<file path="src/tcvb_map.svh">
`ifndef TCVB_MAP_SVH
`define TCVB_MAP_SVH
// ****************************************
// Register byte addresses
// ****************************************
`define TCVB_OFF_VALUE    12'h000
`define TCVB_OFF_CSC      12'h004
`define TCVB_OFF_MODULO   12'h008
`define TCVB_OFF_COUNTER  12'h00c
`define TCVB_OFF_CTRL     12'h010
`define TCVB_OFF_STATUS   12'h014
// ****************************************
// Field positions
// ****************************************
`define TCVB_CSC_MODE_LSB 0
`define TCVB_CSC_MODE_MSB 1
`define TCVB_CTRL_CLKS_LSB 0
`define TCVB_CTRL_CLKS_MSB 1
`define TCVB_CTRL_DEBUG    2
`define TCVB_CTRL_TICK     3
// ****************************************
// Reset values
// ****************************************
`define TCVB_RST_VALUE    16'h0000
`define TCVB_RST_MODULO   16'h0000
`define TCVB_RST_CSC      8'h00
`endif

</file>
<file path="src/tcvb_pkg.sv">
package tcvb_pkg;
  typedef enum logic [1:0] {
    TCVB_MODE_CAPTURE = 2'b00,
    TCVB_MODE_COMPARE = 2'b01,
    TCVB_MODE_PWM     = 2'b10,
    TCVB_MODE_OFF     = 2'b11
  } tcvb_mode_t;
  typedef enum logic [1:0] {
    TCVB_WR_IDLE    = 2'b00,
    TCVB_WR_HALF    = 2'b01,
    TCVB_WR_PENDING = 2'b10
  } tcvb_wr_t;
endpackage : tcvb_pkg

</file>
<file path="src/tcvb_counter.sv">
`timescale 1ns/1ps
`include "tcvb_map.svh"
module tcvb_counter (
  // Clock and reset
  input  wire logic        hclk,
  input  wire logic        hresetn,
  // Control
  input  wire logic        run,
  input  wire logic        tick,
  input  wire logic        clear,
  input  wire logic [15:0] modulo,
  // Counter state
  output logic      [15:0] count,
  output logic             step
);
  logic [15:0] limit;
  // Modulo zero means the counter runs free over the whole range
  assign limit = (modulo == 16'h0000) ? 16'hffff : modulo;
  assign step  = run && tick && !clear;

  always_ff @(posedge hclk or negedge hresetn) begin
    if (!hresetn) begin
      count <= 16'h0000;
    end else if (clear) begin
      count <= 16'h0000;
    end else if (step) begin
      count <= (count == limit) ? 16'h0000 : count + 16'h0001;
    end
  end
endmodule : tcvb_counter

</file>
<file path="src/tcvb_top.sv">
// Design decisions made here: register access over AHB-Lite and the register addresses.
`timescale 1ns/1ps
`include "tcvb_map.svh"
module tcvb_top #(
  parameter bit NEWER_REVISION = 1'b1
) (
  // AHB-Lite clock and reset
  input  wire logic        hclk,
  input  wire logic        hresetn,
  // AHB-Lite slave
  input  wire logic        hsel,
  input  wire logic [11:0] haddr,
  input  wire logic [1:0]  htrans,
  input  wire logic        hwrite,
  input  wire logic [2:0]  hsize,
  input  wire logic [31:0] hwdata,
  input  wire logic        hready,
  output logic      [31:0] hrdata,
  output logic             hreadyout,
  output logic             hresp,
  // Channel state
  output logic      [15:0] channel_value_pair,
  output logic      [15:0] counter_value_pair
);
  import tcvb_pkg::*;
  // ****************************************
  // Bus address phase capture
  // ****************************************
  logic        ph_wr, ph_rd;
  logic [11:0] ph_addr;
  logic [2:0]  ph_size;
  always_ff @(posedge hclk or negedge hresetn) begin
    if (!hresetn) begin
      ph_wr   <= 1'b0;
      ph_rd   <= 1'b0;
      ph_addr <= 12'h000;
      ph_size <= 3'h0;
    end else if (hready) begin
      ph_wr   <= hsel && htrans[1] && hwrite;
      ph_rd   <= hsel && htrans[1] && !hwrite;
      ph_addr <= haddr;
      ph_size <= hsize;
    end
  end
  assign hreadyout = 1'b1;
  assign hresp     = 1'b0;

  function automatic logic hit(input logic [11:0] a, input logic [11:0] off);
    hit = (a[11:2] == off[11:2]);
  endfunction : hit

  // Byte accesses to the value word address one half; word access writes both
  logic lo_wr, hi_wr, lo_rd, hi_rd, val_wr, csc_wr;
  assign val_wr = ph_wr && hit(ph_addr, `TCVB_OFF_VALUE);
  assign lo_wr  = val_wr && (ph_size == 3'h2 || ph_addr[1:0] == 2'b00);
  assign hi_wr  = val_wr && (ph_size == 3'h2 || ph_addr[1:0] == 2'b01);
  assign lo_rd  = ph_rd && hit(ph_addr, `TCVB_OFF_VALUE) && (ph_size != 3'h2) && ph_addr[1:0] == 2'b00;
  assign hi_rd  = ph_rd && hit(ph_addr, `TCVB_OFF_VALUE) && (ph_size != 3'h2) && ph_addr[1:0] == 2'b01;
  assign csc_wr = ph_wr && hit(ph_addr, `TCVB_OFF_CSC);

  // ****************************************
  // Control registers
  // ****************************************
  logic [7:0]  csc;
  logic [15:0] modulo;
  logic [1:0]  clock_source_select;
  logic        background_debug_mode;
  logic        tick_mode;
  tcvb_mode_t  mode;
  assign mode = tcvb_mode_t'(csc[`TCVB_CSC_MODE_MSB:`TCVB_CSC_MODE_LSB]);
  always_ff @(posedge hclk or negedge hresetn) begin
    if (!hresetn) begin
      csc                   <= `TCVB_RST_CSC;
      modulo                <= `TCVB_RST_MODULO;
      clock_source_select   <= 2'b00;
      background_debug_mode <= 1'b0;
      tick_mode             <= 1'b0;
    end else begin
      if (csc_wr) csc <= hwdata[7:0];
      if (ph_wr && hit(ph_addr, `TCVB_OFF_MODULO)) modulo <= hwdata[15:0];
      if (ph_wr && hit(ph_addr, `TCVB_OFF_CTRL)) begin
        clock_source_select   <= hwdata[`TCVB_CTRL_CLKS_MSB:`TCVB_CTRL_CLKS_LSB];
        background_debug_mode <= hwdata[`TCVB_CTRL_DEBUG];
        tick_mode             <= hwdata[`TCVB_CTRL_TICK];
      end
    end
  end

  // ****************************************
  // Counter and prescaler tick
  // ****************************************
  // Tick is every cycle unless software selects a divide-by-two enable
  logic tick_div, counter_step, counter_clear;
  always_ff @(posedge hclk or negedge hresetn) begin
    if (!hresetn) tick_div <= 1'b0;
    else          tick_div <= !tick_div;
  end
  assign counter_clear = ph_wr && hit(ph_addr, `TCVB_OFF_COUNTER);
  tcvb_counter u_counter (
    .hclk    (hclk),
    .hresetn (hresetn),
    .run     ((clock_source_select != 2'b00) && !background_debug_mode),
    .tick    (tick_mode ? tick_div : 1'b1),
    .clear   (counter_clear),
    .modulo  (modulo),
    .count   (counter_value_pair),
    .step    (counter_step)
  );
  logic [15:0] limit;
  assign limit = (modulo == 16'h0000) ? 16'hffff : modulo;

  // ****************************************
  // Write buffer and value load
  // ****************************************
  logic [15:0] wbuf;
  tcvb_wr_t    wstate;
  logic        lo_seen, hi_seen, second_byte, load_now, capture_block;
  assign capture_block = NEWER_REVISION && mode == TCVB_MODE_CAPTURE;
  assign second_byte   = !capture_block && ((lo_wr || lo_seen) && (hi_wr || hi_seen)) && wstate != TCVB_WR_PENDING;
  always_comb begin
    load_now = 1'b0;
    if (wstate == TCVB_WR_PENDING) begin
      if (NEWER_REVISION && mode == TCVB_MODE_PWM)
        load_now = counter_step && counter_value_pair == limit - 16'h0001;
      else if (NEWER_REVISION)
        load_now = counter_step;
      else
        load_now = counter_step && counter_value_pair == limit;
    end
  end
  // No clock, off mode, or older compare or capture loads directly with the second byte
  logic direct;
  assign direct = second_byte && (clock_source_select == 2'b00 ||
                  mode == TCVB_MODE_CAPTURE || mode == TCVB_MODE_OFF ||
                  (!NEWER_REVISION && mode == TCVB_MODE_COMPARE));
  always_ff @(posedge hclk or negedge hresetn) begin
    if (!hresetn) begin
      wbuf               <= `TCVB_RST_VALUE;
      lo_seen            <= 1'b0;
      hi_seen            <= 1'b0;
      wstate             <= TCVB_WR_IDLE;
      channel_value_pair <= `TCVB_RST_VALUE;
    end else begin
      if (!capture_block && lo_wr) wbuf[7:0]  <= hwdata[7:0];
      if (!capture_block && hi_wr) wbuf[15:8] <= (ph_size == 3'h2) ? hwdata[15:8] : hwdata[15:8];
      if (second_byte) begin
        lo_seen <= 1'b0;
        hi_seen <= 1'b0;
      end else if (!capture_block) begin
        if (lo_wr) lo_seen <= 1'b1;
        if (hi_wr) hi_seen <= 1'b1;
      end
      if (direct) begin
        channel_value_pair <= {hi_wr ? hwdata[15:8] : wbuf[15:8], lo_wr ? hwdata[7:0] : wbuf[7:0]};
        wstate             <= TCVB_WR_IDLE;
      end else if (second_byte) begin
        wstate <= TCVB_WR_PENDING;
      end else if (load_now) begin
        channel_value_pair <= wbuf;
        wstate             <= TCVB_WR_IDLE;
      end else if ((lo_wr || hi_wr) && !capture_block && wstate == TCVB_WR_IDLE) begin
        wstate <= TCVB_WR_HALF;
      end
    end
  end

  // ****************************************
  // Read coherency latch
  // ****************************************
  // First byte read freezes the pair so the second byte matches it
  logic        rd_latched;
  logic [15:0] rd_buf;
  logic        latch_clr;
  assign latch_clr = NEWER_REVISION && background_debug_mode && csc_wr;
  always_ff @(posedge hclk or negedge hresetn) begin
    if (!hresetn) begin
      rd_latched <= 1'b0;
      rd_buf     <= 16'h0000;
    end else if (latch_clr) begin
      rd_latched <= 1'b0;
    end else if ((lo_rd || hi_rd) && !background_debug_mode) begin
      rd_latched <= !rd_latched;
      if (!rd_latched) rd_buf <= channel_value_pair;
    end
  end
  logic [15:0] rd_view;
  always_comb begin
    if (background_debug_mode)
      rd_view = (!NEWER_REVISION && rd_latched) ? rd_buf : channel_value_pair;
    else
      rd_view = rd_latched ? rd_buf : channel_value_pair;
  end

  // ****************************************
  // Read data
  // ****************************************
  logic [31:0] rdata_next;
  always_comb begin
    rdata_next = 32'h00000000;
    if (hit(haddr, `TCVB_OFF_VALUE))        rdata_next = {16'h0000, rd_view};
    else if (hit(haddr, `TCVB_OFF_CSC))     rdata_next = {24'h000000, csc};
    else if (hit(haddr, `TCVB_OFF_MODULO))  rdata_next = {16'h0000, modulo};
    else if (hit(haddr, `TCVB_OFF_COUNTER)) rdata_next = {16'h0000, counter_value_pair};
    else if (hit(haddr, `TCVB_OFF_CTRL))    rdata_next = {28'h0000000, tick_mode, background_debug_mode, clock_source_select};
    else if (hit(haddr, `TCVB_OFF_STATUS))  rdata_next = {28'h0000000, rd_latched, hi_seen, wstate};
  end
  // Read data registered at address phase; the value view then shows the latch state
  always_ff @(posedge hclk or negedge hresetn) begin
    if (!hresetn) hrdata <= 32'h00000000;
    else if (hready && hsel && htrans[1] && !hwrite) hrdata <= rdata_next;
  end

  // ****************************************
  // Checks
  // ****************************************
  // Debug reads are checked at the bus, so a broken read mux is caught and not only the view
  logic value_rd_req;
  assign value_rd_req = hready && hsel && htrans[1] && !hwrite && hit(haddr, `TCVB_OFF_VALUE);
  property p_newer_debug_live;
    @(posedge hclk) disable iff (!hresetn)
      (NEWER_REVISION && background_debug_mode && value_rd_req) |=> hrdata[15:0] == $past(channel_value_pair);
  endproperty
  a_newer_debug_live: assert property (p_newer_debug_live) else $error("debug read not live");
  property p_older_debug_latch;
    @(posedge hclk) disable iff (!hresetn)
      (!NEWER_REVISION && background_debug_mode && rd_latched && value_rd_req) |=> hrdata[15:0] == $past(rd_buf);
  endproperty
  a_older_debug_latch: assert property (p_older_debug_latch) else $error("debug read not latched");
  property p_newer_clear;
    @(posedge hclk) disable iff (!hresetn)
      (NEWER_REVISION && background_debug_mode && csc_wr) |=> !rd_latched;
  endproperty
  a_newer_clear: assert property (p_newer_clear) else $error("latch not cleared");
  property p_older_keep;
    @(posedge hclk) disable iff (!hresetn)
      (!NEWER_REVISION && background_debug_mode && csc_wr && !lo_rd && !hi_rd) |=> $stable(rd_latched);
  endproperty
  a_older_keep: assert property (p_older_keep) else $error("latch changed");
  property p_capture_block;
    @(posedge hclk) disable iff (!hresetn)
      (capture_block && val_wr) |=> $stable(wbuf);
  endproperty
  a_capture_block: assert property (p_capture_block) else $error("capture write taken");
  property p_pwm_load;
    @(posedge hclk) disable iff (!hresetn)
      (NEWER_REVISION && mode == TCVB_MODE_PWM && wstate == TCVB_WR_PENDING && !$changed(channel_value_pair))
      ##1 $changed(channel_value_pair) |-> counter_value_pair == limit;
  endproperty
  a_pwm_load: assert property (p_pwm_load) else $error("pwm load off edge");
  property p_no_clock_load;
    @(posedge hclk) disable iff (!hresetn)
      (direct && clock_source_select == 2'b00) |=> wstate == TCVB_WR_IDLE && channel_value_pair == wbuf;
  endproperty
  a_no_clock_load: assert property (p_no_clock_load) else $error("no clock load late");
  property p_older_compare;
    @(posedge hclk) disable iff (!hresetn)
      (!NEWER_REVISION && mode == TCVB_MODE_COMPARE && second_byte) |=> wstate == TCVB_WR_IDLE &&
      channel_value_pair == wbuf;
  endproperty
  a_older_compare: assert property (p_older_compare) else $error("compare load late");
  property p_newer_compare;
    @(posedge hclk) disable iff (!hresetn)
      (NEWER_REVISION && mode == TCVB_MODE_COMPARE && wstate == TCVB_WR_PENDING && counter_step)
      |=> channel_value_pair == $past(wbuf);
  endproperty
  a_newer_compare: assert property (p_newer_compare) else $error("compare load missing");
  property p_older_pwm;
    @(posedge hclk) disable iff (!hresetn)
      (!NEWER_REVISION && load_now) |=> counter_value_pair == 16'h0000;
  endproperty
  a_older_pwm: assert property (p_older_pwm) else $error("pwm load not at wrap");
  c_pending: cover property (@(posedge hclk) wstate == TCVB_WR_PENDING ##[1:20] wstate == TCVB_WR_IDLE);
  c_debug_latch: cover property (@(posedge hclk) background_debug_mode && rd_latched);
  c_csc_clear: cover property (@(posedge hclk) latch_clr && rd_latched);
endmodule : tcvb_top

</file>
<file path="config.mk">
export PLATFORM = sky130hd
export DESIGN_NAME = tcvb_top
export DESIGN_NICKNAME = d
export VERILOG_FILES = /design/src/tcvb_pkg.sv /design/src/tcvb_counter.sv /design/src/tcvb_top.sv
export VERILOG_INCLUDE_DIRS = /design/src
export SDC_FILE = /design/constraint.sdc
export NUM_CORES = 1
export LEC_CHECK = 0
export BUFFER_PORTS_ARGS = -buffer_cell sky130_fd_sc_hd__buf_2
export CELL_PAD_IN_SITES_DETAIL_PLACEMENT = 0
export CELL_PAD_IN_SITES_GLOBAL_PLACEMENT = 2
export CORE_ASPECT_RATIO = 0.5
export CORE_MARGIN = 4
export CORE_UTILIZATION = 35
export DETAILED_ROUTE_END_ITERATION = 12
export HOLD_SLACK_MARGIN = 0.08
export PLACE_DENSITY_LB_ADDON = 0.15
export SYNTH_ARGS = -nofsm -noshare
export SYNTH_HDL_FRONTEND = slang
export SYNTH_SLANG_ARGS = --single-unit
</file>
<file path="constraint.sdc">
create_clock -name hclk -period 5.4 [get_ports hclk]
set_input_delay 0.81 -clock hclk [delete_from_list [all_inputs] [get_ports hclk]]
set_output_delay 0.81 -clock hclk [all_outputs]
set_load 0.005 [all_outputs]
</file>
After elaboration in Yosys (flattened, before gate mapping) --
Index checks and enable logic that the tools add are counted.
Cells by class: add/sub/neg operators 2, $mul 0, divide/modulo/power cells 0, order comparisons 0, equal/unequal tests 20, shift-type cells 0, multiplexer cells 32, bitwise gates (word level) 1, reductions and logical operators 63
Operators with widths (count):
- $mux 16 | 13
- $eq 10x2->1 const B | 4
- $eq 16x16->1 | 2
- $logic_and 1x1->1 | 31
- $eq 10x3->1 const B | 3
- $eq 10x1->1 const B | 2
- $logic_not 10->1 | 2
- $add 16x1->16 const B | 1
- $logic_not 16->1 | 1
- $mux 8 | 2
- $sub 16x1->16 const B | 1
- $reduce_bool 2->1 | 6
- $mux 1 | 11
- $logic_not 2->1 | 4
- $logic_or 1x1->1 | 8
- $mux 2 | 4
- $mux 4 | 2
- $reduce_and 2->1 | 4
- $eq 2x2->1 const B | 3
- $logic_not 1->1 | 6
- $ne 2x2->1 const B | 2
- $reduce_bool 4->1 | 1
- $eq 3x2->1 const B | 1
- $ne 3x2->1 const B | 1
- 3 further kinds | 3
Word-level totals: bits in registers 147, latch bits 0, memory bits (writable) 0, ROM bits 0, input port bits 54, output and inout bits 66, word-level logic and storage cells 138, memories 0

Logic depth before layout (Yosys ltp) --
depth after elaboration 10, depth in mapped cells 18, mapped depth without buffers 12

Cells and area by module --
A second synthesis with hierarchy kept.
Second synthesis, totals: cells, all modules 705, area total of the unflattened synthesis 7623.6 µm²
By module, submodules not included:
- tcvb_top | times used 1, cells each 534, area an instance 6203.4 µm², sequential area each 2877.8 µm²
- tcvb_counter | times used 1, cells each 171, area an instance 1420.1 µm², sequential area each 400.4 µm²

Least setup slack after synthesis --
No wires, ideal clock.
path type reg-to-reg, start point reg modulo[8], end point reg channel_value_pair[14], library setup time 0.125 ns, arrival 3.822 ns, data required time 5.275 ns, path slack 1.453 ns, stages on the path, launching flop included 19, buffers on the path 6, clock period less this slack 3.947 ns, path through dfrtp_1 > clkbuf_1 > nor4_2 > and4_1 > buf_4 > buf_6 > nor2_1 > ha_1 > buf_2 > or4b_4 > or4b_1 > a21oi_1 > o22ai_1 > nand3_1 > nor4_1 > or3_1 > buf_6 > buf_6 > mux2_4
On the way: cells in the longest elaborated chain, start to end 9
RTL lines:
- from (decl) | line tcvb_top.sv:65 | logic [15:0] modulo;
- from (signal assigned) | line tcvb_top.sv:74 | modulo <= `TCVB_RST_MODULO;
- from (signal assigned) | line tcvb_top.sv:80 | if (ph_wr && hit(ph_addr, `TCVB_OFF_MODULO)) modulo <= hwdata[15:0];
- $logic_not 16->1 | line tcvb_top.sv:110 | assign limit = (modulo == 16'h0000) ? 16'hffff : modulo;
- $mux 16 (*) | line tcvb_top.sv:110
- $sub 16x1->16 (*) | line tcvb_top.sv:124 | load_now = counter_step && counter_value_pair == limit - 16'h0001;
- $eq 16x16->1 (*) | line tcvb_top.sv:124
- $logic_and 1x1->1 (*) | line tcvb_top.sv:124
- $mux 1 (*) | line tcvb_top.sv:123 | if (NEWER_REVISION && mode == TCVB_MODE_PWM)
- $mux 1 (*) | line tcvb_top.sv:122 | if (wstate == TCVB_WR_PENDING) begin
- $reduce_bool 2->1 (no line) (*)
- $reduce_and 2->1 (no line) (*)
- to (signal assigned) | line tcvb_top.sv:142 | channel_value_pair <= `TCVB_RST_VALUE;
- to (signal assigned) | line tcvb_top.sv:154 | channel_value_pair <= {hi_wr ? hwdata[15:8] : wbuf[15:8], lo_wr ? hwdata[7:0] : wbuf[7:0]};
- to (signal assigned) | line tcvb_top.sv:159 | channel_value_pair <= wbuf;
- to (decl) | line tcvb_top.sv:22 | output logic [15:0] channel_value_pair,
Mark *: on every way between the ends. The rest lies on a longest branch, timed or not. A chain may end at the register's enable or synchronous reset.

Worst setup path after layout --
start point reg modulo[5], end point reg channel_value_pair[9]
Same word-level chain as after synthesis.

==> run summary <==
==========================================================================================
Most numerous cell on the critical path                                       sky130_fd_sc_hd__nor4_1
Maximum fanout along the worst path                                                     17
Clock power frac                                                                     45.3%
Count of max-cap constraint violations                                                   0
Count of endpoints failing hold in the final timing report                               0
Count of input and output buffers                                                       84
Detailed Routing Iterations Pass 1                                                       6
H-tree level count                                                                       4
Number of global-route vias before repair                                             5680
TritonCTS clock tree                                                                 built
Synthesized netlist cell count                                                         712
Wire length of the first global-routing pass                                      34360 um
Max-slew violation count                                                                 0
Maximum number of pins on one net before global-route repair                            97
Post-CTS Setup Bufs                                                                      0
LEAKAGE                                                                           3.802 nW
Power share of the sequential group                                                  43.5%
Achievable Freq                                                                 0.2214 GHz
Launching element of the worst setup path                                        modulo[5]
Combinational group share of total power                                             11.2%
Final GP Congestion                                                                 0.8888
Drt wl/cell                                                                       20.78 um
Total Negative Setup Slacks                                                           0 ns
Detailed router's first-iteration violation count                                      329
Area added between synthesis and finish                                             16.29%
# hold bufs at CTS                                                                       0
Primary flip-flop cell chosen by synthesis mapping                            sky130_fd_sc_hd__dfrtp_1
Y dimension of the die                                                            110.3 um
Status                                                                           completed
Width of the die                                                                  212.6 um
Kind of start point of the critical path                                          register
Die footprint                                                                    23460 um2
Register bit count reported by yosys                                                   131
Nature of the critical path endpoint                                              register
Core area                                                                        20550 um2
Required time at the worst-slack endpoint                                          5.71 ns
CP delay by family, top                                                       simple AND/OR/NAND/NOR gates
Startpoint of the most critical hold path                                         tick_div
Share of cells above drive strength 1                                               32.66%
Worst reg2reg startpoint                                                         modulo[5]
Final Power                                                                       2.627 mW
Global routing usage summed across all routing layers                               19.53%
Diode insertion count for antenna repair                                                 0
Fraction of the cycle the final worst path needs                                    83.63%
Worst VDD drop                                                                    198.3 uV
Switching fraction of total power                                                   26.96%
Clk_lat worst skew                                                                 0.43 ns
Slew margin rel.                                                                    17.47%
Buffer and inverter count on the worst path                                              1
Unrepaired setup endpoints after global routing                                         no
Synthesized area per cell                                                        10.29 um2
Post-detail-place hpwl                                                            15790 um
Total clock buffers created by CTS                                                      17
Maximum clock insertion buffer count                                                     2
Number of synthesized flops with an enable pin                                           0
Cell chosen for the clock root                                                sky130_fd_sc_hd__clkbuf_16
Final wirelength                                                                  22090 um
Share of the yosys chip area belonging to registers                                 44.73%
Clock edge transition at the registers on the reported setup and hold paths        0.06 ns
Path type of the worst setup path                                               reg -> reg
Hold/Removal Path Class                                                         reg -> reg
Warnings, synthesis                                                                      0
Post-Syn Area                                                                     7328 um2
Final min period                                                                  4.516 ns
Placement row count                                                                     37
DR DRC count                                                                             0
Internal Power                                                                    1.919 mW
Final setup violation count                                                              0
Switching power                                                                   708.2 uW
Least-Margin Pin Slew                                                             1.227 ns
Number of fillers in the final layout                                                 2011
Number of gates given a new drive strength after cts                                     0
Cell Chain, Critical Path                                                     nor4_2, and4_1, nor2_1, ha_1, or4b_4, nor4_1, o21ai_0, a211oi_1, o32ai_1, nor4_1, or3_1, buf_4, mux2_2
IO Count                                                                               120
ANT nets after route                                                                     0
Total vias in the final route                                                         5649
Library cell contributing the largest single delay on the critical path       sky130_fd_sc_hd__dfrtp_1
Remaining Overflow, GRT                                                                  0
Nets@finish                                                                            833
CP peak stage delay                                                                0.61 ns
P per Cell Area                                                               308.3 nW/um2
Initial antenna violation count                                                          0
CTS Sinks                                                                              131
Via density                                                                          5.314
Starting utilization of the core area                                               35.65%
Ys async rst share                                                                  100.0%
Arrival time reported for the critical path endpoint                               4.83 ns
Post-synthesis cell type count                                                          70
Worst clock skew                                                               0.008193 ns
==========================================================================================
==> power by group through the flow <==
stage          registers, mW  logic (mW)  clock network, mW
2_1_floorplan           1.09       0.228                  0
3_5_place_dp            1.16       0.298                  0
6_report                1.14       0.294               1.19
3_3_place_gp            1.16       0.295                  0
5_1_grt                 1.16       0.330               1.27
4_1_cts                 1.14       0.299               1.22
==> kinds of logic after synthesis <==
| logic type | after synthesis | share of synthesized area (%) |
|---|---|---|
| buffers and inverters | 82 | 5.651 |
| muxes | 110 | 17.40 |
| adders and majority gates | 2 | 0.3414 |
| other | 2 | 0.1025 |
| and+or+nand+nor | 226 | 15.98 |
| DFF | 131 | 44.73 |
| AOI/OAI and AO/OA | 134 | 12.81 |
| xor gates and xnor gates | 25 | 2.988 |
==> state kept, by name, indices dropped and copies added, names as in the netlist, 3 cells and up <==
signal              cells
channel_value_pair     16
hrdata                 16
modulo                 16
rd_buf                 16
u_counter.count        16
wbuf                   16
ph_addr                12
csc                     8
ph_size                 3
==> worst paths after layout <==
| path | cells past startpoint | slack [ns] | to |
|---|---|---|---|
| setup / recovery | 13 | 0.88 | channel_value_pair[9] |
| max in group asynchronous | 2 | 3.85 | u_counter.count[12] |
| hold reg to reg | 1 | 0.43 | tick_div |
| setup reg to reg | 13 | 0.88 | channel_value_pair[9] |
| min in group asynchronous | 1 | 0.46 | wbuf[9] |
| hold / removal | 1 | 0.43 | tick_div |
==> layout make-up <==
cell class	count	area, um2	area share, %
Clock inverter	7	95.09	1.116
Tap cell	273	341.6	4.008
Inverter	14	52.55	0.6166
Multi-Input combinational cell	515	3707	43.50
Sequential cell	131	3278	38.47
Clock buffer	25	515.5	6.049
Timing Repair Buffer	98	531.8	6.240
==> metrics by stage <==
stage | cells | hold WS, ns | worst slack [ns] | utilization [%] | cell area [um2]
floorplan | 728 | 0.3949 | 1.453 | - | 7388
global placement | 1031 | 0.4087 | 0.9896 | 38.49 | 7911
detailed placement | 1031 | 0.4196 | 1.016 | 38.49 | 7911
CTS | 1063 | 0.4282 | 0.9944 | 41.46 | 8522
global route | 1063 | 0.4331 | 0.6083 | 41.46 | 8522
finish | 1063 | 0.4270 | 0.8842 | 41.46 | 8522
==> placed cells by master (no fill, tap or decap), types with 11 or more instances in the layout <==
cell type	n
sky130_fd_sc_hd__buf_4	14
sky130_fd_sc_hd__nand3_1	14
sky130_fd_sc_hd__xnor2_1	11
sky130_fd_sc_hd__nand2_1	56
sky130_fd_sc_hd__nor2_1	55
sky130_fd_sc_hd__dfrtp_1	131
sky130_fd_sc_hd__clkbuf_16	17
sky130_fd_sc_hd__inv_1	14
sky130_fd_sc_hd__xor2_1	14
sky130_fd_sc_hd__nor3_1	18
sky130_fd_sc_hd__buf_2	83
sky130_fd_sc_hd__a21oi_1	26
sky130_fd_sc_hd__conb_1	18
sky130_fd_sc_hd__o21ai_0	39
sky130_fd_sc_hd__mux2_2	93
sky130_fd_sc_hd__or2_2	13
sky130_fd_sc_hd__a22o_1	13
==> worst register-to-register path, stage by stage (launching register included) <==
cell and delay, ns:
sky130_fd_sc_hd__dfrtp_1 0.61, sky130_fd_sc_hd__nor4_2 0.19, sky130_fd_sc_hd__and4_1 0.27, sky130_fd_sc_hd__nor2_1 0.14, sky130_fd_sc_hd__ha_1 0.37, sky130_fd_sc_hd__or4b_4 0.55
sky130_fd_sc_hd__nor4_1 0.18, sky130_fd_sc_hd__o21ai_0 0.11, sky130_fd_sc_hd__a211oi_1 0.41, sky130_fd_sc_hd__o32ai_1 0.18, sky130_fd_sc_hd__nor4_1 0.56, sky130_fd_sc_hd__or3_1 0.20
sky130_fd_sc_hd__buf_4 0.26, sky130_fd_sc_hd__mux2_2 0.38
==> cells in the mapped netlist (10+ instances only) <==
| cell type | n | area share, % |
|---|---|---|
| sky130_fd_sc_hd__xor2_1 | 14 | 1.7 |
| sky130_fd_sc_hd__mux2_2 | 93 | 14 |
| sky130_fd_sc_hd__xnor2_1 | 11 | 1.3 |
| sky130_fd_sc_hd__nor3_1 | 18 | 1.2 |
| sky130_fd_sc_hd__or2_2 | 13 | 1.1 |
| sky130_fd_sc_hd__mux2i_1 | 10 | 1.4 |
| sky130_fd_sc_hd__clkbuf_1 | 39 | 2.0 |
| sky130_fd_sc_hd__a22o_1 | 13 | 1.6 |
| sky130_fd_sc_hd__inv_1 | 14 | 0.72 |
| sky130_fd_sc_hd__o21ai_0 | 39 | 2.7 |
| sky130_fd_sc_hd__nor2_1 | 55 | 2.8 |
| sky130_fd_sc_hd__nand2_1 | 56 | 2.9 |
| sky130_fd_sc_hd__buf_4 | 19 | 1.9 |
| sky130_fd_sc_hd__a21oi_1 | 26 | 1.8 |
| sky130_fd_sc_hd__nand3_1 | 14 | 0.96 |
| sky130_fd_sc_hd__dfrtp_1 | 131 | 45 |
==> routing by layer <==
metal	GRT usage, %	part of all wire (%)
met1	28.23	51
met2	29.82	44
met3	3.873	3.7
met4	5.834	1.3
met5	0	0
Power figures use the tool's default switching activity.
